`config.mk`:
```
export PLATFORM = sky130hd
export DESIGN_NAME = uss_regs
export DESIGN_NICKNAME = d
export VERILOG_FILES = /design/src/logic/uss_pkg.sv /design/src/logic/uss_flag_if.sv /design/src/logic/uss_flag_bank.sv /design/src/logic/uss_regs.sv
export VERILOG_INCLUDE_DIRS = /design/src /design/src/logic
export SDC_FILE = /design/constraint.sdc
export NUM_CORES = 1
export LEC_CHECK = 0
export ABC_CLOCK_PERIOD_IN_PS = 2700
export BUFFER_PORTS_ARGS = -buffer_cell sky130_fd_sc_hd__clkbuf_2
export CAP_MARGIN = 30
export CORE_MARGIN = 8
export CORE_UTILIZATION = 40
export DETAILED_ROUTE_END_ITERATION = 6
export GPL_ROUTABILITY_DRIVEN = 0
export PLACE_DENSITY = 0.67
export SLEW_MARGIN = 20
export SYNTH_ARGS = -nofsm -noshare
export SYNTH_HDL_FRONTEND = slang
export SYNTH_HIERARCHICAL = 1
export SYNTH_SLANG_ARGS = --single-unit
export TNS_END_PERCENT = 1
```
`constraint.sdc`:
```
create_clock -name clk_sys -period 2.7 [get_ports clk_sys]
set_input_delay 0.54 -clock clk_sys [delete_from_list [all_inputs] [get_ports clk_sys]]
set_output_delay 0.54 -clock clk_sys [all_outputs]
set_load 0.01 [all_outputs]
```
`src/logic/uss_defines.svh`:
```
`ifndef USS_DEFINES_SVH
`define USS_DEFINES_SVH

// register indices on the internal register port
`define USS_IDX_SCRATCH_C 2'h0
`define USS_IDX_SCRATCH_D 2'h1
`define USS_IDX_SYS_FLAGS 2'h2
`define USS_IDX_CONV_FLAGS 2'h3

`define USS_RST_SCRATCH_C 16'h0000
`define USS_RST_SCRATCH_D 16'h0000
`define USS_RST_SYS_FLAGS 16'h0000
`define USS_RST_CONV_FLAGS 16'h0000

// system flag positions
`define USS_POS_IO_SUPPLY_LOW 15
`define USS_POS_CONV_REF_LOW 14
`define USS_POS_FIVE_VOLT_LOW 13
`define USS_POS_ANALOG_FOUR_LOW 12
`define USS_POS_SYS_CLOCK_LOST 11
`define USS_POS_PLL_CLOCK_LOST 10
`define USS_POS_SYNC_LOST 9
`define USS_POS_DISCHARGE_FAILED 8
`define USS_POS_USB_OVERLOAD 7
`define USS_POS_STARTUP_FAILED 4
`define USS_POS_CONVERSION_DONE 3
`define USS_POS_STARTUP_DONE 2

// implemented system flag bits; 6-5 and 1-0 are absent
`define USS_SYS_IMPL_MASK 16'hFF9C

`endif

```
`src/logic/uss_pkg.sv`:
```
package uss_pkg;
	typedef logic [15:0] uss_word_t;
	typedef logic [1:0] uss_idx_t;
	typedef enum logic [2:0] {
		USS_IDLE = 3'b001,
		USS_WRITE = 3'b010,
		USS_READ = 3'b100
	} uss_acc_e;
endpackage : uss_pkg

```
`src/logic/uss_flag_if.sv`:
```
`timescale 1ns/1ps
interface uss_flag_if #(parameter int WIDTH = 16);
	logic [WIDTH-1:0] set_ev;
	logic [WIDTH-1:0] clr_wr;
	logic [WIDTH-1:0] flags;
	modport owner (input set_ev, input clr_wr, output flags);
	modport user (output set_ev, output clr_wr, input flags);
endinterface : uss_flag_if

```
`src/logic/uss_flag_bank.sv`:
```
`timescale 1ns/1ps
module uss_flag_bank #(
	parameter int WIDTH = 16,
	parameter logic [WIDTH-1:0] IMPL_MASK = '1
) (
	input wire logic clk_sys,
	input wire logic rst,
	uss_flag_if.owner fl
);
	logic [WIDTH-1:0] flags_ff;
	logic [WIDTH-1:0] nxt_flags;

	// set wins over a clear in the same cycle so no event is lost
	for (genvar i = 0; i < WIDTH; i++) begin : g_bit
		if (IMPL_MASK[i]) begin : g_impl
			assign nxt_flags[i] = fl.set_ev[i] | (flags_ff[i] & ~fl.clr_wr[i]);
		end else begin : g_none
			assign nxt_flags[i] = 1'b0;
		end
	end

	// one process owns the whole vector, so every bit has a single driver
	always_ff @(posedge clk_sys or posedge rst) begin
		if (rst) begin
			flags_ff <= '0;
		end else begin
			flags_ff <= nxt_flags;
		end
	end

	assign fl.flags = flags_ff;
endmodule : uss_flag_bank

```
`src/logic/uss_regs.sv`:
```
`timescale 1ns/1ps
`include "uss_defines.svh"
// Contract
// - scratch C, two bytes, read/write, zero reset
// - scratch C never saved, zero after power-on
// - scratch D 16-bit read/write, zero default
// - scratch D not kept across power cycle
// - hardware sets flags, writing one clears; bit 3 follows conversion_complete and ignores the write
// - bits 15-12 latch four supply undervoltages
// - bit 11 system clock, 10 PLL lost
// - bit 9 sets on sync loss
// - bit 8 sets on discharge failure
// - bit 7 sets on USB overload
// - bits 6-5, 1-0 always read zero
// - bit 4 sets on startup failure
// - bit 3 zero converting, one when done
// - bit 2 sets when startup completes
// - converter flag register, write one clears
module uss_regs (
	input wire logic clk_sys,
	input wire logic rst,
	input wire logic reg_wr,
	input wire logic reg_rd,
	input wire uss_pkg::uss_idx_t reg_idx,
	input wire uss_pkg::uss_word_t reg_wdata,
	output logic [15:0] reg_rdata,
	output logic reg_rvalid,
	input wire logic io_supply_low,
	input wire logic converter_reference_low,
	input wire logic five_volt_supply_low,
	input wire logic analog_four_volt_supply_low,
	input wire logic system_clock_lost,
	input wire logic pll_clock_lost,
	input wire logic sync_lost,
	input wire logic output_discharge_failed,
	input wire logic usb_overload_flag,
	input wire logic startup_failed,
	input wire logic conversion_complete,
	input wire logic startup_complete,
	input wire logic [15:0] converter_events,
	output logic [15:0] user_scratch_c,
	output logic [15:0] user_scratch_d,
	output logic [15:0] system_event_flags,
	output logic [15:0] converter_event_flags
);
	uss_pkg::uss_word_t scratch_c_ff;
	uss_pkg::uss_word_t scratch_d_ff;
	uss_pkg::uss_word_t rdata_ff;
	logic rvalid_ff;
	uss_pkg::uss_acc_e acc_ff;
	uss_pkg::uss_acc_e nxt_acc;
	logic [15:0] sys_set;
	logic [15:0] sys_clr;
	logic [15:0] conv_clr;
	logic wr_sys;
	logic wr_conv;

	uss_flag_if #(.WIDTH(16)) sys_if ();
	uss_flag_if #(.WIDTH(16)) conv_if ();

	// access tracker: a read answers one cycle after it is taken, write wins if both
	always_comb begin
		if (reg_wr) begin
			nxt_acc = uss_pkg::USS_WRITE;
		end else if (reg_rd) begin
			nxt_acc = uss_pkg::USS_READ;
		end else begin
			nxt_acc = uss_pkg::USS_IDLE;
		end
	end

	always_ff @(posedge clk_sys or posedge rst) begin
		if (rst) begin
			acc_ff <= uss_pkg::USS_IDLE;
		end else begin
			acc_ff <= nxt_acc;
		end
	end

	// scratch registers live only in flops with no path to storage
	always_ff @(posedge clk_sys or posedge rst) begin
		if (rst) begin
			scratch_c_ff <= `USS_RST_SCRATCH_C;
		end else if (reg_wr && reg_idx == `USS_IDX_SCRATCH_C) begin
			scratch_c_ff[15:8] <= reg_wdata[15:8];
			scratch_c_ff[7:0] <= reg_wdata[7:0];
		end
	end

	always_ff @(posedge clk_sys or posedge rst) begin
		if (rst) begin
			scratch_d_ff <= `USS_RST_SCRATCH_D;
		end else if (reg_wr && reg_idx == `USS_IDX_SCRATCH_D) begin
			scratch_d_ff <= reg_wdata;
		end
	end

	assign wr_sys = reg_wr && (reg_idx == `USS_IDX_SYS_FLAGS);
	assign wr_conv = reg_wr && (reg_idx == `USS_IDX_CONV_FLAGS);
	// zeros in the write data clear nothing
	assign sys_clr = wr_sys ? reg_wdata : 16'h0000;
	assign conv_clr = wr_conv ? reg_wdata : 16'h0000;

	always_comb begin
		sys_set = 16'h0000;
		sys_set[`USS_POS_IO_SUPPLY_LOW] = io_supply_low;
		sys_set[`USS_POS_CONV_REF_LOW] = converter_reference_low;
		sys_set[`USS_POS_FIVE_VOLT_LOW] = five_volt_supply_low;
		sys_set[`USS_POS_ANALOG_FOUR_LOW] = analog_four_volt_supply_low;
		sys_set[`USS_POS_SYS_CLOCK_LOST] = system_clock_lost;
		sys_set[`USS_POS_PLL_CLOCK_LOST] = pll_clock_lost;
		sys_set[`USS_POS_SYNC_LOST] = sync_lost;
		sys_set[`USS_POS_DISCHARGE_FAILED] = output_discharge_failed;
		sys_set[`USS_POS_USB_OVERLOAD] = usb_overload_flag;
		sys_set[`USS_POS_STARTUP_FAILED] = startup_failed;
		sys_set[`USS_POS_STARTUP_DONE] = startup_complete;
	end

	assign sys_if.set_ev = sys_set;
	assign sys_if.clr_wr = sys_clr & ~(16'h0001 << `USS_POS_CONVERSION_DONE);
	assign conv_if.set_ev = converter_events;
	assign conv_if.clr_wr = conv_clr;

	uss_flag_bank #(.WIDTH(16), .IMPL_MASK(`USS_SYS_IMPL_MASK)) u_sys (
		.clk_sys(clk_sys),
		.rst(rst),
		.fl(sys_if.owner)
	);

	uss_flag_bank #(.WIDTH(16), .IMPL_MASK(16'hFFFF)) u_conv (
		.clk_sys(clk_sys),
		.rst(rst),
		.fl(conv_if.owner)
	);

	// conversion status follows the converter live rather than latching
	always_comb begin
		system_event_flags = sys_if.flags;
		system_event_flags[`USS_POS_CONVERSION_DONE] = conversion_complete;
	end

	always_ff @(posedge clk_sys or posedge rst) begin
		if (rst) begin
			rdata_ff <= 16'h0000;
			rvalid_ff <= 1'b0;
		end else begin
			rvalid_ff <= (nxt_acc == uss_pkg::USS_READ);
			if (nxt_acc == uss_pkg::USS_READ) begin
				case (reg_idx)
					`USS_IDX_SCRATCH_C: rdata_ff <= scratch_c_ff;
					`USS_IDX_SCRATCH_D: rdata_ff <= scratch_d_ff;
					`USS_IDX_SYS_FLAGS: rdata_ff <= system_event_flags;
					`USS_IDX_CONV_FLAGS: rdata_ff <= conv_if.flags;
					default: rdata_ff <= 16'h0000;
				endcase
			end
		end
	end

	assign reg_rdata = rdata_ff;
	assign reg_rvalid = rvalid_ff && (acc_ff == uss_pkg::USS_READ);
	assign user_scratch_c = scratch_c_ff;
	assign user_scratch_d = scratch_d_ff;
	assign converter_event_flags = conv_if.flags;
endmodule : uss_regs

```
==> qor.yml, run 1 <==
outcome:
  status: "finished clean"
finish:
  multi_input_area_sq_um: 1360
  fin_nets: 432
  design_area_sq_um: 4490
  fin_cells: 495
  antenna_cells: 0
  area_growth_syn_to_layout_pct: 27.5
  drive_gt1_share_pct: 53.7
  final.fill_count: 780
  regArea_sq_um: 1950
floorplanning:
  die_w_um: 110
  coreArea_sq_um: 8640
  fp-row-count: 34
  die_h_um: 110
  ios: 131
  die_area_sq_um: 12100
  start_util_pct: 40.7
worst_setup_path:
  cp_cell_sequence: "clkbuf_2 -> buf_4 -> mux4_2 -> mux2_2"
  critPathBufInv: 2
  critPathTopFamily: "multiplexers"
  cp.required_ps: 2930
  arrival_ps: 2010
  slowest_delay_ps: 520
  crit_path_top_delay_cell: "mux4_2"
  critPathMaxFanout: 12
  worstSetupEndpointType: "flip-flop"
  worstSetupPathType: "in -> reg"
  cp-start-kind: "input pin"
yosys:
  netlist_instances: 249
  avgSynthCellArea_sq_um: 14.1
  syn_area_sq_um: 3520
  yosys_warnings: 6
pwr:
  peakVddDrop_mv: 0.395
  leakagePower_nw: 2.02
  p_per_area_nw_per_um2: 686
  finalPower_w: 0.00308
clock_tree:
  cts_setup_buffers: 0
  clock_sinks: 78
  post_cts_resized: 0
  ctsHoldBuffers: 0
  cts_buffer_depth: 2
  path_clk_slew_ps: 90
  cts_tree: "done"
  htree_levels: 3
  root_buffer: "clkbuf_8"
  clk_latency_ps: 340
  numCtsBuffers: 9
sta:
  rsz0062_at_grt: "no"
  period_share_pct: 65.9
  finalSetupTns_ps: 0
  hold_viol: 0
  relSlewSlack_pct: 48.9
  whs_ps: 280
  finalMaxSlewViolations: 0
  fmax_mhz: 562
  setup_viol: 0
  worst_pin_slew_ps: 766
  final.min_clock_period_ps: 1780
  skew_ps: 9.02
placed_design:
  dpl.hpwl_um: 7160
  port_buffers: 126
  dpl_cell_area_sq_um: 4250
  dp.cells: 479
global_routing:
  grt_max_degree: 37
  antenna_found_initial: 0
  grt_overflow: 0
  grtUsageTotal_pct: 16.6
  grt_pass1_vias: 2701
  grt_pass1_wl_um: 15000
drt:
  wl_per_cell_um: 19.1
  avgViaCountPerCell: 4.92
  drc: 0
  drt_iter0_drc: 61
  first_pass_iters: 4
  num_vias: 2434
  ant_nets: 0
  wirelength_um: 9470
flow_run:
  cap_violations: 0
hold_path:
  hold_class: "in -> async"
-- sequential cells by signal (all words and copies together) (netlist names) --
signal	flops
user_scratch_d	16
reg_rdata	16
u_conv/fl.flags	16
user_scratch_c	16
acc_ff	3
u_sys/fl.flags	11
-- through the flow --
| step | utilization, % | worst slack, ps |
|---|---|---|
| finish | 51.9 | 922 |
| global route | 51.9 | 850 |
| CTS | 51.9 | 900 |
| detailed placement | 49.2 | 524 |
| global placement | 49.2 | 567 |
| floorplan | - | 932 |
-- routing by layer --
layer,vias up,GRT usage [%],wire [um]
li1,1121,-,-
met1,1232,20.1,3850
met2,71,27.9,4840
met3,10,4.40,647
met4,0,5.79,123
met5,-,0,0
-- final cells by class --
| cell class | instances | share of cell area (%) |
|---|---|---|
| multi-input combinational | 129 | 30.3 |
| clock buffer | 11 | 3.38 |
| clock inverter | 5 | 1.81 |
| tap | 108 | 3.01 |
| timing repair buffer | 134 | 15.4 |
| sequential | 78 | 43.5 |
| inverter | 30 | 2.51 |
-- power by group --
part	switching, W	internal [W]	total (W)
Clock	0.000434	0.000571	0.00100
Sequential	0.000114	0.00133	0.00145
Combinational	0.000295	0.000330	0.000625
-- cell usage in the layout (no fill, tap or decap), types with 2 or more instances in the layout --
master,count
conb_1,4
and2_1,27
mux2_2,37
dfrtp_1,77
a21o_1,27
clkbuf_8,11
inv_1,29
clkbuf_2,126
buf_4,8
bufinv_16,2
mux4_2,16
mux2_1,11
-- final timing paths --
kind | from | endpoint | slack [ps] | depth (start not counted)
setup / recovery | reg_idx[1] | reg_rdata[14]$_DFFE_PP0P_ | 920 | 4
hold / removal | rst | u_sys/fl.flags[4]$_DFF_PP0_ | 280 | 2
setup reg to reg | u_conv/fl.flags[14]$_DFF_PP0_ | reg_rdata[14]$_DFFE_PP0P_ | 1420 | 2
hold reg to reg | reg_rdata[4]$_DFFE_PP0P_ | reg_rdata[4]$_DFFE_PP0P_ | 510 | 1
max in group asynchronous | rst | user_scratch_c[7]$_DFFE_PP0P_ | 1720 | 3
min in group clk_sys | reg_rd | acc_ff[0]$_DFF_PP1_ | 330 | 2
(Power assumes the default switching activity.)
==> inputs of run 2 (changes only) <==
--- a/config.mk
+++ b/config.mk
@@ -6,14 +6,15 @@
 export SDC_FILE = /design/constraint.sdc
 export NUM_CORES = 1
 export LEC_CHECK = 0
-export ABC_CLOCK_PERIOD_IN_PS = 2700
+export ABC_AREA = 1
+export ABC_CLOCK_PERIOD_IN_PS = 1680
 export BUFFER_PORTS_ARGS = -buffer_cell sky130_fd_sc_hd__clkbuf_2
 export CAP_MARGIN = 30
 export CORE_MARGIN = 8
 export CORE_UTILIZATION = 40
 export DETAILED_ROUTE_END_ITERATION = 6
 export GPL_ROUTABILITY_DRIVEN = 0
-export PLACE_DENSITY = 0.67
+export PLACE_DENSITY = 0.66
 export SLEW_MARGIN = 20
 export SYNTH_ARGS = -nofsm -noshare
 export SYNTH_HDL_FRONTEND = slang
==> constraint.sdc (replaced) <==
create_clock -name clk_sys -period 1.68 [get_ports clk_sys]
set_input_delay 0.336 -clock clk_sys [delete_from_list [all_inputs] [get_ports clk_sys]]
set_output_delay 0.336 -clock clk_sys [all_outputs]
set_load 0.01 [all_outputs]
==> run 2 against run 1 <==
  * Worst setup slack got worse by 650 ps
  * Register-to-register slack worse by 690 ps
  * Combinational power grew 45%
  * Synthesized cell count increased by 94%
  * Utilization down 1.2 points
  * Power up 51%
  * Cell area increased by 3.6%
  * Sequential power increased by 56%
  * Largest cell class unchanged
  * Highest routed layer unchanged
==> qor.yml, run 2 <==
worst_setup_path:
  critPathBufInv: 1
  worstSetupPathType: "reg -> out"
  cp-start-kind: "flip-flop"
  slowest_delay_ps: 360
  critPathMaxFanout: 1
  arrival_ps: 1070
  critPathTopFamily: "flip-flops"
  crit_path_top_delay_cell: "dfrtp_1"
  cp.required_ps: 1340
  worstSetupEndpointType: "output pin"
  cp_cell_sequence: "nor3b_1 -> clkbuf_2"
placed_design:
  port_buffers: 126
  dpl.hpwl_um: 8270
pwr:
  p_per_area_nw_per_um2: 997
  leakagePower_nw: 2.68
  peakVddDrop_mv: 0.321
sta:
  worst_pin_slew_ps: 709
  setup_viol: 0
  skew_ps: 14.5
  finalSetupTns_ps: 0
  finalMaxSlewViolations: 0
  whs_ps: 9.54
  rsz0062_at_grt: "no"
  final.min_clock_period_ps: 1410
  period_share_pct: 83.7
  hold_viol: 0
  relSlewSlack_pct: 52.7
  fmax_mhz: 711
finish:
  multi_input_area_sq_um: 1270
  final_core_util_pct: 50.8
  area_growth_syn_to_layout_pct: 24.6
  fin_nets: 656
  final_cell_mix: "nand2_1 (157), clkbuf_2 (126), inv_1 (91), dfrtp_1 (77), nand3_1 (31)"
  final_common_cell: "nand2_1"
  regArea_sq_um: 1950
  final.fill_count: 882
  drive_gt1_share_pct: 26.0
  antenna_cells: 0
drt:
  drc: 0
  drt_iter0_drc: 287
  first_pass_iters: 5
  avgViaCountPerCell: 4.63
  ant_nets: 0
  num_vias: 3341
  wirelength_um: 10800
  wl_per_cell_um: 14.9
floorplanning:
  start_util_pct: 40.7
  coreArea_sq_um: 9150
  die_h_um: 113
  fp-row-count: 35
  ios: 131
  die_w_um: 113
  die_area_sq_um: 12700
clock_tree:
  post_cts_resized: 0
  htree_levels: 3
  numCtsBuffers: 9
  root_buffer: "clkbuf_8"
  cts_buffer_depth: 2
  cts_setup_buffers: 0
  path_clk_slew_ps: 80
  clk_latency_ps: 350
  ctsHoldBuffers: 0
  cts_tree: "done"
  clock_sinks: 78
outcome:
  status: "finished clean"
global_routing:
  antenna_found_initial: 0
  grt_overflow: 0
  grtUsageTotal_pct: 17.1
  grt_pass1_wl_um: 17400
  grt_pass1_vias: 3307
  grt_max_degree: 52
flow_run:
  cap_violations: 0
yosys:
  netlist_instances: 482
  syn_area_sq_um: 3730
  avgSynthCellArea_sq_um: 7.74
  yosys_warnings: 6
hold_path:
  hold_class: "in -> async"
## run 2: where the power goes
part,switching (W),total (W),internal (W)
Clock,0.000702,0.00147,0.000769
Sequential,0.000171,0.00226,0.00209
Combinational,0.000552,0.000904,0.000353
## run 2: final cells by class
| type | count | share of cell area [%] |
|---|---|---|
| well taps | 111 | 2.99 |
| flip-flops and latches | 78 | 42.0 |
| inverters | 95 | 7.78 |
| clock buffers | 11 | 3.26 |
| clock inverters | 5 | 1.24 |
| repair buffers | 134 | 15.4 |
| multi-input cells | 288 | 27.3 |
## run 2: per-layer routing
metal / vias to the layer above / GRT usage, % / part of all wire [%]
li1: 1684 / - / -
met1: 1500 / 24.2 / 47
met2: 140 / 24.5 / 43
met3: 17 / 3.97 / 7.6
met4: 0 / 6.92 / 2.2
met5: - / 0 / 0
## run 2: per-stage QoR
stage | worst slack [ps] | instances | total power, W | area [sq um]
global route | 157 | 722 | 0.00489 | 4650
CTS | 255 | 722 | 0.00468 | 4650
global placement | 180 | 706 | 0.00319 | 4440
floorplan | 116 | 485 | 0.00277 | 3740
detailed placement | 133 | 706 | 0.00321 | 4440
finish | 273 | 722 | 0.00463 | 4650
## run 2: final timing paths
path                                           startpoint                           end  slack, ps  cells past startpoint
min in group clk_sys                               reg_rd           acc_ff[0]$_DFF_PP1_        130                      2
max in group asynchronous                             rst  u_conv/fl.flags[6]$_DFF_PP0_       1100                      2
hold / removal                                        rst  u_sys/fl.flags[12]$_DFF_PP0_         10                      2
hold reg to reg                 reg_rdata[12]$_DFFE_PP0P_     reg_rdata[12]$_DFFE_PP0P_        480                      2
setup reg to reg           user_scratch_d[11]$_DFFE_PP0P_     reg_rdata[11]$_DFFE_PP0P_        730                      4
setup / recovery                      acc_ff[1]$_DFF_PP0_                    reg_rvalid        270                      2
